[src/common/rx_seq_defs.svh]
// timing counts and encodings for the receive mode sequencer
// assumes a 250 MHz core clock and a bit period given in clock cycles
`ifndef RX_SEQ_DEFS_SVH
`define RX_SEQ_DEFS_SVH
`define CLK_PERIOD_PS 4000
`define TEMP_MEAS_US 100
`define TEMP_MEAS_CYC ((`TEMP_MEAS_US * 1000000) / `CLK_PERIOD_PS)
`define PLL_BW_KHZ 300
// kept inside 32 bits: 5 / 300 kHz in 4 ns cycles
`define PLL_RELOCK_CYC ((5 * 1000000) / (`PLL_BW_KHZ * (`CLK_PERIOD_PS / 1000)))
`define CORR_SAMPLE_BITS 4
`define TIMEOUT_BITS_PER_LSB 8
`define LOW_INDEX_STEP_HZ 488
`define CF_FSK_NUM 21
`define CF_OOK_NUM 34
`define MODE_SLEEP 3'h0
`define MODE_STANDBY 3'h1
`define MODE_SYNTH 3'h2
`define MODE_RX 3'h4
`define FREQ_RST 24'h000000
`define TEMP_RST 8'h00
`endif

[src/common/rx_seq_pkg.sv]
// types for the receive mode sequencer
// assumes rx_seq_defs.svh is on the include path
package rx_seq_pkg;
	typedef enum logic [2:0] {
		ST_SLEEP = 3'b000,
		ST_STANDBY = 3'b001,
		ST_SYNTH = 3'b010,
		ST_RX_SETTLE = 3'b011,
		ST_RX_CORR = 3'b100,
		ST_RX_RELOCK = 3'b101,
		ST_RX = 3'b110,
		ST_LISTEN = 3'b111
	} seq_state_t;
	typedef struct packed {
		logic osc_on;
		logic synth_on;
		logic rx_on;
		logic wide_bw;
	} block_en_t;
endpackage : rx_seq_pkg

[src/hdl/rx_mode_sequencer.sv]
// receiver operating mode controller: sequencer, correction, temperature, timeouts
// assumes configuration bits arrive as synchronous levels and analog events as pulses
`include "rx_seq_defs.svh"

// Function
// finished correction is subtracted from the carrier frequency register
// auto correction enabled launches a correction on every receiver enable; with i_sequencer_disable set the code stays in ST_RX_SETTLE and launches none
// with auto off, a start pulse runs one correction
// auto clear discards old correction, else evaluate from corrected frequency
// correction phase uses the wide correction bandwidth setting
// low index offset equals offset field times 488 Hz
// low index mode corrects by error plus offset
// temperature trigger accepted only in standby or synth; uses receiver converter
// temperature result falls one lsb per degree rise
// temperature running flag clears within 100 us of start
// timeout after rx start field times 8 bits without threshold flag
// timeout after threshold field times 8 bits after threshold flag
// mode codes 000 sleep, 001 standby, 010 synth
// mode 100 receive; listen bit overrides the mode field
// sequencer wakes blocks in order; disable bit enters mode directly; code orders wakeup only toward receive
// sleep to receive goes standby, synth, then receive after pll lock
// pll lock output high when synthesizer reaches lock
// startup allows 4 bit correction sample then 5/300 kHz relock
// filter settling is 21 or 34 over four times receive bandwidth
// without bit sync, data valid right after receiver ready
// transmitter sends 12 preamble bits after receiver ready
// controller hops by writing frequency, synth mode, then receive
module rx_mode_sequencer
	import rx_seq_pkg::*;
(
	input wire logic i_clock,
	input wire logic i_srst,
	input wire logic [2:0] i_mode,
	input wire logic i_listen_enable,
	input wire logic i_sequencer_disable,
	input wire logic i_auto_correction_enable,
	input wire logic i_correction_start,
	input wire logic i_auto_correction_clear,
	input wire logic i_low_index_correction_enable,
	input wire logic [7:0] i_low_index_offset,
	input wire logic [15:0] i_freq_error_value,
	input wire logic i_freq_error_valid,
	input wire logic [23:0] i_carrier_freq_wdata,
	input wire logic i_carrier_freq_we,
	input wire logic i_osc_ready,
	input wire logic i_pll_locked,
	input wire logic i_ook_mode,
	input wire logic [15:0] i_bit_period_cyc,
	input wire logic [15:0] i_filter_rxbw_cyc,
	input wire logic i_temp_start,
	input wire logic [7:0] i_adc_sample,
	input wire logic i_adc_valid,
	input wire logic [7:0] i_rx_start_timeout_field,
	input wire logic [7:0] i_threshold_timeout_field,
	input wire logic i_signal_threshold_flag,
	input wire logic i_demod_data,
	input wire logic i_bit_sync_bypass,
	output logic [2:0] o_state,
	output block_en_t o_block_en,
	output logic o_pll_lock,
	output logic o_receiver_ready_irq,
	output logic o_timeout_irq,
	output logic o_correction_done,
	output logic [23:0] o_carrier_freq_regs,
	output logic [15:0] o_freq_correction_value,
	output logic [31:0] o_low_index_offset_hz,
	output logic o_temp_running_flag,
	output logic [7:0] o_temp_value,
	output logic o_serial_data
);

	// ----------------------------------------
	// target decode
	// ----------------------------------------
	seq_state_t state_r, state_nxt;
	logic [31:0] cnt_r, cnt_nxt;
	logic corr_pend_r;
	logic [15:0] corr_acc_r;
	logic temp_busy_r;
	logic [15:0] temp_cnt_r;
	logic to_thr_r;
	logic [31:0] to_cnt_r;

	function automatic seq_state_t mode_to_state(input logic lsn, input logic [2:0] m);
		seq_state_t s;
		s = ST_SLEEP;
		// listen override
		if (lsn) s = ST_LISTEN;
		else if (m == `MODE_STANDBY) s = ST_STANDBY;
		else if (m == `MODE_SYNTH) s = ST_SYNTH;
		else if (m == `MODE_RX) s = ST_RX_SETTLE;
		return s;
	endfunction : mode_to_state

	// mode code decode
	wire seq_state_t target = mode_to_state(i_listen_enable, i_mode);
	wire logic want_rx = (target == ST_RX_SETTLE);
	wire logic in_rx = (state_r == ST_RX_SETTLE) || (state_r == ST_RX_CORR)
		|| (state_r == ST_RX_RELOCK) || (state_r == ST_RX);
	wire logic [15:0] cf_num = i_ook_mode ? 16'(`CF_OOK_NUM) : 16'(`CF_FSK_NUM);
	// filter settle count
	wire logic [31:0] settle_cyc = 32'(cf_num) * 32'(i_filter_rxbw_cyc) / 32'h4;
	// correction sample
	wire logic [31:0] sample_cyc = 32'(`CORR_SAMPLE_BITS) * 32'(i_bit_period_cyc);
	// auto launch / R3 manual start
	wire logic corr_req = i_auto_correction_enable | corr_pend_r;
	// error plus offset in low index mode
	wire logic [15:0] corr_amt = i_low_index_correction_enable ?
		(i_freq_error_value + 16'(i_low_index_offset)) : i_freq_error_value;

	// ----------------------------------------
	// sequencer
	// ----------------------------------------
	always_comb begin
		state_nxt = state_r;
		cnt_nxt = cnt_r + 32'h1;
		// direct entry when sequencer disabled
		if (i_sequencer_disable) begin
			if (!(want_rx && in_rx) && state_r != target) begin
				state_nxt = target;
				cnt_nxt = 32'h0;
			end
		end else if (!want_rx && state_r != target) begin
			state_nxt = target;
			cnt_nxt = 32'h0;
		end else if (want_rx) begin
			unique case (state_r)
				// sleep passes through standby and synth
				ST_SLEEP, ST_LISTEN: begin
					state_nxt = ST_STANDBY;
					cnt_nxt = 32'h0;
				end
				ST_STANDBY: if (i_osc_ready) begin
					state_nxt = ST_SYNTH;
					cnt_nxt = 32'h0;
				end
				// wait for pll lock
				ST_SYNTH: if (i_pll_locked) begin
					state_nxt = ST_RX_SETTLE;
					cnt_nxt = 32'h0;
				end
				ST_RX_SETTLE: if (cnt_r >= settle_cyc) begin
					state_nxt = corr_req ? ST_RX_CORR : ST_RX;
					cnt_nxt = 32'h0;
				end
				ST_RX_CORR: if (cnt_r >= sample_cyc && i_freq_error_valid) begin
					state_nxt = ST_RX_RELOCK;
					cnt_nxt = 32'h0;
				end
				// pll relock after correction
				ST_RX_RELOCK: if (cnt_r >= 32'(`PLL_RELOCK_CYC)) begin
					state_nxt = ST_RX;
					cnt_nxt = 32'h0;
				end
				ST_RX: begin
					if (i_correction_start && !i_auto_correction_enable) begin
						state_nxt = ST_RX_CORR;
						cnt_nxt = 32'h0;
					end
				end
			endcase
		end
	end

	wire logic rx_enter = want_rx && !in_rx && (state_nxt == ST_RX_SETTLE);
	wire logic corr_fin = (state_r == ST_RX_CORR) && (state_nxt == ST_RX_RELOCK);
	// temperature only in standby or synth
	wire logic temp_ok = (state_r == ST_STANDBY) || (state_r == ST_SYNTH);
	wire logic [31:0] to_limit = to_thr_r ?
		32'(i_threshold_timeout_field) * 32'(`TIMEOUT_BITS_PER_LSB) * 32'(i_bit_period_cyc) :
		32'(i_rx_start_timeout_field) * 32'(`TIMEOUT_BITS_PER_LSB) * 32'(i_bit_period_cyc);
	wire logic to_field_on = to_thr_r ? (i_threshold_timeout_field != 8'h00)
		: (i_rx_start_timeout_field != 8'h00);

	always_ff @(posedge i_clock) begin
		if (i_srst) begin
			state_r <= ST_SLEEP;
			cnt_r <= 32'h0;
		end else begin
			state_r <= state_nxt;
			cnt_r <= cnt_nxt;
		end
	end

	// ----------------------------------------
	// frequency correction
	// ----------------------------------------
	always_ff @(posedge i_clock) begin
		if (i_srst) begin
			corr_pend_r <= 1'b0;
			corr_acc_r <= 16'h0000;
			o_carrier_freq_regs <= `FREQ_RST;
			o_freq_correction_value <= 16'h0000;
			o_correction_done <= 1'b0;
		end else begin
			o_correction_done <= corr_fin;
			// manual start held until a correction runs
			if (i_correction_start && !i_auto_correction_enable)
				corr_pend_r <= 1'b1;
			else if (corr_fin)
				corr_pend_r <= 1'b0;
			if (i_carrier_freq_we) begin
				o_carrier_freq_regs <= i_carrier_freq_wdata;
				corr_acc_r <= 16'h0000;
			end else if (rx_enter && i_auto_correction_enable && i_auto_correction_clear) begin
				// discard previous correction
				o_carrier_freq_regs <= o_carrier_freq_regs + 24'(signed'(corr_acc_r));
				corr_acc_r <= 16'h0000;
			end else if (corr_fin) begin
				// subtract correction from carrier
				o_carrier_freq_regs <= o_carrier_freq_regs - 24'(signed'(corr_amt));
				corr_acc_r <= corr_acc_r + corr_amt;
				o_freq_correction_value <= corr_amt;
			end
		end
	end

	// ----------------------------------------
	// temperature and timeout
	// ----------------------------------------
	always_ff @(posedge i_clock) begin
		if (i_srst) begin
			temp_busy_r <= 1'b0;
			temp_cnt_r <= 16'h0000;
			o_temp_running_flag <= 1'b0;
			o_temp_value <= `TEMP_RST;
			to_thr_r <= 1'b0;
			to_cnt_r <= 32'h0;
			o_timeout_irq <= 1'b0;
		end else begin
			if (i_temp_start && temp_ok && !temp_busy_r) begin
				temp_busy_r <= 1'b1;
				temp_cnt_r <= 16'h0000;
			end else if (temp_busy_r) begin
				temp_cnt_r <= temp_cnt_r + 16'h0001;
				// forced end bounds the measurement
				if (i_adc_valid || temp_cnt_r >= 16'(`TEMP_MEAS_CYC - 2)) begin
					temp_busy_r <= 1'b0;
				end
				// inverted slope result
				if (i_adc_valid)
					o_temp_value <= ~i_adc_sample;
			end
			o_temp_running_flag <= temp_busy_r;
			o_timeout_irq <= 1'b0;
			if (!in_rx) begin
				to_thr_r <= 1'b0;
				to_cnt_r <= 32'h0;
			end else if (i_signal_threshold_flag && !to_thr_r) begin
				to_thr_r <= 1'b1;
				to_cnt_r <= 32'h0;
			end else begin
				to_cnt_r <= to_cnt_r + 32'h1;
				// rx start timeout / R12 threshold timeout
				if (to_field_on && to_cnt_r + 32'h1 == to_limit)
					o_timeout_irq <= 1'b1;
			end
		end
	end

	// ----------------------------------------
	// outputs
	// ----------------------------------------
	always_ff @(posedge i_clock) begin
		if (i_srst) begin
			o_state <= 3'h0;
			o_block_en <= '0;
			o_pll_lock <= 1'b0;
			o_receiver_ready_irq <= 1'b0;
			o_serial_data <= 1'b0;
			o_low_index_offset_hz <= 32'h0;
		end else begin
			o_state <= state_r;
			o_block_en.osc_on <= (state_r != ST_SLEEP);
			o_block_en.synth_on <= (state_r != ST_SLEEP) && (state_r != ST_STANDBY);
			// converter borrowed while measuring
			o_block_en.rx_on <= in_rx || temp_busy_r;
			// wide bandwidth during correction
			o_block_en.wide_bw <= (state_r == ST_RX_CORR);
			// lock indication
			o_pll_lock <= i_pll_locked && o_block_en.synth_on;
			// ready marks where the preamble count begins
			o_receiver_ready_irq <= (state_r == ST_RX);
			// bypassed data follows ready directly
			o_serial_data <= (state_r == ST_RX) && i_bit_sync_bypass && i_demod_data;
			// offset in hertz
			o_low_index_offset_hz <= i_low_index_correction_enable ?
				32'(i_low_index_offset) * 32'(`LOW_INDEX_STEP_HZ) : 32'h0;
		end
	end
endmodule : rx_mode_sequencer
[config.mk]
export PLATFORM = sky130hd
export DESIGN_NAME = rx_mode_sequencer
export DESIGN_NICKNAME = d
export VERILOG_FILES = /design/src/common/rx_seq_pkg.sv /design/src/hdl/rx_mode_sequencer.sv
export VERILOG_INCLUDE_DIRS = /design/src /design/src/common
export SDC_FILE = /design/constraint.sdc
export NUM_CORES = 1
export LEC_CHECK = 0
export BUFFER_PORTS_ARGS = -buffer_cell sky130_fd_sc_hd__buf_2
export CAP_MARGIN = 25
export CORE_MARGIN = 2
export CORE_UTILIZATION = 51
export DETAILED_ROUTE_END_ITERATION = 8
export GPL_TIMING_DRIVEN = 0
export PLACE_DENSITY = 0.7
export SLEW_MARGIN = 20
export SYNTH_ARGS = -nofsm -noshare
export SYNTH_HDL_FRONTEND = slang
export SYNTH_SLANG_ARGS = --single-unit
[constraint.sdc]
create_clock -name i_clock -period 11.2 [get_ports i_clock]
set_clock_uncertainty 0.1 [all_clocks]
set_input_delay 1.12 -clock i_clock [delete_from_list [all_inputs] [get_ports i_clock]]
set_output_delay 1.12 -clock i_clock [all_outputs]
set_load 0.01 [all_outputs]
==> results of run 1 <==
## cells in the final DEF, fill, tap and decap left out, types with 9 or more instances in the layout
cell | synthesis | routed
nand2b_1 | 27 | 27
nand3_1 | 65 | 65
xor2_1 | 106 | 106
xnor2_1 | 104 | 104
fa_1 | 215 | 215
a31oi_1 | 10 | 10
nor3_1 | 52 | 52
nand2_1 | 181 | 180
o31ai_1 | 10 | 10
conb_1 | 2 | 29
nor4_1 | 17 | 17
nor2_1 | 264 | 264
or2_2 | 9 | 9
buf_1 | 9 | 9
o21a_1 | 12 | 12
o21bai_1 | 12 | 12
o21ai_0 | 75 | 74
inv_1 | 345 | 345
or3_1 | 22 | 22
buf_2 | 10 | 206
buf_4 | 18 | 18
nand4_1 | 32 | 32
a21o_1 | 44 | 44
nor2b_1 | 24 | 24
and3_1 | 32 | 32
a211oi_1 | 37 | 37
clkbuf_16 | 0 | 17
clkbuf_1 | 71 | 69
mux2i_1 | 23 | 23
and2_1 | 222 | 222
dfxtp_1 | 177 | 177
a21oi_1 | 123 | 123
o211ai_1 | 14 | 14
ha_1 | 251 | 251
## worst max-delay path: cells and delay by family
family / cells / cell delay, ns
AO/OA/AOI/OAI: 21 / 4.74
adder cells (fa/ha/maj): 7 / 2.39
buffers and inverters: 4 / 0.87
AND/OR/NAND/NOR: 9 / 1.58
## sequential cells by signal (all words and copies together) (netlist names), 3 cells and up
register / cells
o_state: 3
o_carrier_freq_regs: 24
to_cnt_r: 32
state_r: 3
o_temp_value: 8
cnt_r: 32
corr_acc_r: 16
o_low_index_offset_hz: 14
o_freq_correction_value: 16
o_block_en: 4
temp_cnt_r: 16
## cells by family (layout without fill, tap and decap cells)
| family | count (synthesis) | in the layout | share of synthesized area [%] |
|---|---|---|---|
| buffers and inverters | 456 | 684 | 7.77 |
| and+or+nand+nor | 990 | 990 | 22.2 |
| muxes | 27 | 27 | 1.19 |
| AOI/OAI and AO/OA | 436 | 436 | 12.8 |
| xor gates and xnor gates | 214 | 214 | 8.29 |
| adders and majority gates | 466 | 466 | 32.3 |
| DFF | 177 | 177 | 15.4 |
| other | 2 | 35 | 0.0326 |
## layout make-up
class	instances	area, µm²
flip-flops and latches	177	3540
clock buffers	18	439
repair buffers	196	981
well taps	592	741
diodes	6	15.0
plain buffers	108	488
clock inverters	14	161
inverters	348	1310
multi-input cells	2162	17800
fillers	4091	18900
## stage by stage
stage                     area [µm²]  utilization [%]  std cells
after CTS                      25500             57.4       3615
final                          25500             57.4       3621
after floorplan                23200                -       2795
after global placement         24900             56.0       3583
after global routing           25500             57.4       3621
after detailed placement       24900             56.0       3583
## worst paths after layout
path / cells past startpoint / end / slack, ns / startpoint
setup / recovery: 41 / o_carrier_freq_regs[16] / 0.76 / i_ook_mode
hold / removal: 2 / o_freq_correction_value[2] / 0.40 / o_freq_correction_value[2]
setup reg to reg: 23 / o_carrier_freq_regs[16] / 4.91 / cnt_r[17]
hold reg to reg: 2 / o_freq_correction_value[2] / 0.40 / o_freq_correction_value[2]
## repair_timing
action	4_1_cts	5_1_grt
hold buffers	0	0
endpoints found under the setup margin	0	7
gates resized for setup	0	7
## power groups by stage
stage                     Combinational [mW]  Sequential [mW]  Clock (mW)
after floorplan                         1.89            0.696           0
after CTS                               2.52            0.676       0.621
after global placement                  2.44            0.690           0
after global routing                    2.85            0.679       0.645
final                                   2.53            0.677       0.614
after detailed placement                2.50            0.690           0
## per-layer routing
layer	global-route usage [%]	up-vias	wire [µm]
li1	-	9674	-
met1	32.8	9679	26000
met2	46.0	544	29500
met3	3.93	161	3200
met4	12.0	10	2720
met5	0	-	70
==> results.json, run 1 <==
{
  "status": "complete, no violations",
  "cts_max_level": 4,
  "path_max_fanout": 10,
  "p_int_mw": 2.03,
  "antenna_found_initial": 11,
  "cts-root-buf": "clkbuf_16",
  "fmax_mhz": 95.8,
  "rsz0062_at_grt": "no",
  "fin_setup_tns_ns": 0,
  "synth.ff_latch_count": 177,
  "crit_top_cell": "o21ai_0",
  "place_ws_ns": -0.180,
  "period_share_pct": 93.2,
  "clk_latency_ns": 0.46,
  "synth_edf_count": 0,
  "tightest_slew_ns": 0.972,
  "coreArea_um2": 44400,
  "synth-warning-count": 0,
  "cp_data_required_time_ns": 11.46,
  "grt_first_pass_wirelength_um": 101000,
  "pwr-share-comb_pct": 66.3,
  "relSlewSlack_pct": 33.5,
  "drv_cap": 0,
  "p_seq_share_pct": 17.7,
  "synthCells": 2768,
  "vdd_drop_max_v": 0.000121,
  "sw_frac_of_total_pct": 46.9,
  "antenna_left": 0,
  "cts_tree": "yes",
  "max_stage_delay_ns": 0.50,
  "worstSetupPathType": "in -> reg",
  "slew_violations": 0,
  "finalNetCount": 3601,
  "drt_wl_total_um": 61500,
  "synth.avg_cell_area_um2": 8.33,
  "setup_viol": 0,
  "dr_total_vias": 20100,
  "synth_most_common_cell": "inv_1",
  "synthTopCellsByArea": "fa_1 19%, dfxtp_1 15%, ha_1 14%",
  "setup_slack_ns": 0.761,
  "gp_congestion": 0.918,
  "holdWs_ns": 0.399,
  "slowest_stage": "fa_1",
  "synth.top_cell.area_share_pct": 18.7,
  "pin_count": 218,
  "critPathCaptureType": "flop",
  "wire_per_inst_um": 17.0,
  "portBuffers": 196,
  "total_power_mw": 3.83,
  "hpwl_um": 50500,
  "yosys.cell_types.count": 102,
  "synth-seq-area-share_pct": 15.4,
  "start_util_pct": 51.9,
  "overflow": 0,
  "numCtsBuffers": 17,
  "netlist_area_um2": 23100,
  "drive_gt1_share_pct": 10.4,
  "min_path_type": "reg -> reg",
  "clk_path_buf_depth": 2,
  "clkTransAtPathRegs_ns": 0.08,
  "die_h_um": 217,
  "fp.dieArea_um2": 46900,
  "rows": 77,
  "first_pass_iters": 5,
  "synth_ff_type": "dfxtp_1",
  "via_per_inst": 5.54,
  "grt_pass1_vias": 20700,
  "area_growth_pct": 10.6,
  "synth_common_cells": "345 x inv_1, 264 x nor2_1, 251 x ha_1",
  "startpoint_type": "primary input",
  "clock-sinks": 177,
  "synth_area_leader_cell": "fa_1",
  "post-route-min-period_ns": 10.44,
  "power_density_nw_per_um2": 150,
  "fp.dieW_um": 217,
  "arrival_ns": 10.70,
  "clockPowerShare_pct": 16.1,
  "first_iter_violations": 1112,
  "track_usage_pct": 26.6,
  "p_leak_nw": 12.2,
  "cts_setup_buffers": 0,
  "grt_max_degree": 20,
  "drc_errors": 0,
  "finalHoldViolCount": 0,
  "ys_async_sr_fraction_pct": 0,
  "p_switching_mw": 1.79
}
(Power assumes the default switching activity.)
==> run 2, diff against run 1 <==
- CTS_BUF_LIST: unset -> sky130_fd_sc_hd__clkbuf_4 sky130_fd_sc_hd__clkbuf_8
==> results.json, run 2 (synthesized netlist as in run 1, its figures left out) <==
{
  "period_share_pct": 93.3,
  "fillerInstances": 4118,
  "cts_max_level": 4,
  "numCtsBuffers": 17,
  "path_max_fanout": 10,
  "overflow": 0,
  "setup_viol": 0,
  "drive_gt1_share_pct": 10.4,
  "reg_top3": "cnt_r: 32 flops, to_cnt_r: 32 flops, o_carrier_freq_regs: 24 flops",
  "crit_top_cell": "o21ai_0",
  "grt_first_pass_wirelength_um": 101000,
  "final_area_um2": 25300,
  "gp_congestion": 0.918,
  "arrival_ns": 10.77,
  "critPathCapture": "o_carrier_freq_regs[16]",
  "reg2regPathDepth": 23,
  "finalCoreUtilization_pct": 57.0,
  "startpoint_type": "primary input",
  "min_path_type": "reg -> reg",
  "vdd_drop_max_v": 0.000120,
  "grt_max_degree": 20,
  "tightest_slew_ns": 0.986,
  "finalHoldViolCount": 0,
  "drv_cap": 0,
  "crit_path_start": "i_ook_mode",
  "p_leak_nw": 12.1,
  "slowest_stage": "fa_1",
  "clkTransAtPathRegs_ns": 0.11,
  "busiest_layer": "met2",
  "antenna_left": 0,
  "via_per_inst": 5.55,
  "rows": 77,
  "rr_startpoint": "cnt_r[24]",
  "cts_resized": 0,
  "first_pass_iters": 6,
  "fp.dieW_um": 217,
  "multi_input_area_um2": 17800,
  "drc_errors": 0,
  "cts-root-buf": "clkbuf_8",
  "final_common_cell": "inv_1",
  "dpl.cell_count": 3583,
  "first_iter_violations": 1111,
  "portBuffers": 196,
  "post-route-min-period_ns": 10.45,
  "grt_pass1_vias": 20700,
  "reg2reg_to": "o_carrier_freq_regs[16]",
  "fp.dieArea_um2": 46900,
  "cts_hold_buf": 0,
  "finalNetCount": 3601,
  "fmax_mhz": 95.7,
  "final_cell_mix": "345 x inv_1, 264 x nor2_1, 251 x ha_1",
  "start_util_pct": 51.9,
  "grt_use_met1_pct": 32.9,
  "coreArea_um2": 44400,
  "clk_latency_ns": 0.51,
  "cp_data_required_time_ns": 11.52,
  "max_stage_delay_ns": 0.50,
  "seq_area_um2": 3540,
  "clk_path_buf_depth": 2,
  "cts_tree": "yes",
  "regToRegSetupSlack_ns": 4.78,
  "worstSetupPathType": "in -> reg",
  "slew_violations": 0,
  "dr_total_vias": 20100,
  "hpwl_um": 50500,
  "status": "complete, no violations",
  "critPathCaptureType": "flop",
  "cts_setup_buffers": 0,
  "instances_no_fill": 3621,
  "use_met2_pct": 46.5,
  "track_usage_pct": 26.6,
  "power_density_nw_per_um2": 145,
  "post_dp_cell_area_um2": 24900,
  "fin_setup_tns_ns": 0,
  "die_h_um": 217,
  "use_met3_pct": 3.93,
  "antenna_found_initial": 8,
  "rsz0062_at_grt": "no",
  "pin_count": 218,
  "total_power_mw": 3.68,
  "relSlewSlack_pct": 32.6,
  "wire_per_inst_um": 17.0,
  "drt_wl_total_um": 61600,
  "clock-sinks": 177,
  "area_growth_pct": 9.79
}
-- run 2: cell counts in the layout (fill, tap and decap cells not counted) --
Identical to the previous run, type by type.
-- run 2: final cells by class --
class	count	area share, %
plain buffers	108	1.93
repair buffers	196	3.88
diodes	6	0.0593
well taps	592	2.93
flip-flops and latches	177	14.0
multi-input cells	2162	70.4
clock inverters	14	0.638
inverters	348	5.16
clock buffers	18	0.979
-- run 2: worst min-delay path by stage --
stage | startpoint | cells past startpoint | slack [ns] | endpoint
after floorplan | cnt_r[0] | 1 | 0.34 | cnt_r[0]
after global placement | corr_acc_r[15] | 2 | 0.37 | corr_acc_r[15]
after detailed placement | o_freq_correction_value[15] | 2 | 0.38 | o_freq_correction_value[15]
after CTS | o_freq_correction_value[5] | 2 | 0.40 | o_freq_correction_value[5]
after global routing | o_freq_correction_value[15] | 2 | 0.42 | o_freq_correction_value[15]
final | o_freq_correction_value[5] | 2 | 0.40 | o_freq_correction_value[5]
-- run 2: critical path, delay by kind of cell --
| family | cells | cell delay [ns] |
|---|---|---|
| adder cells (fa/ha/maj) | 7 | 2.40 |
| AO/OA/AOI/OAI | 21 | 4.72 |
| buffers and inverters | 4 | 0.91 |
| AND/OR/NAND/NOR | 9 | 1.65 |
-- run 2: where the power goes --
group / total (mW) / switching (mW) / internal, mW
Clock: 0.465 / 0.290 / 0.175
Sequential: 0.677 / 0.0208 / 0.656
Combinational: 2.54 / 1.47 / 1.07
-- run 2: routing by layer --
| metal | share of wire [%] | up-vias |
|---|---|---|
| li1 | - | 9659 |
| met1 | 42 | 9709 |
| met2 | 49 | 568 |
| met3 | 5.3 | 146 |
| met4 | 3.8 | 6 |
| met5 | 0.062 | - |
-- run 2: stage by stage --
stage / worst slack (ns) / hold WS [ns]
floorplan: 1.66 / 0.341
global placement: 0.150 / 0.374
detailed placement: -0.180 / 0.376
CTS: 0.295 / 0.404
global route: 0.0578 / 0.417
finish: 0.748 / 0.402
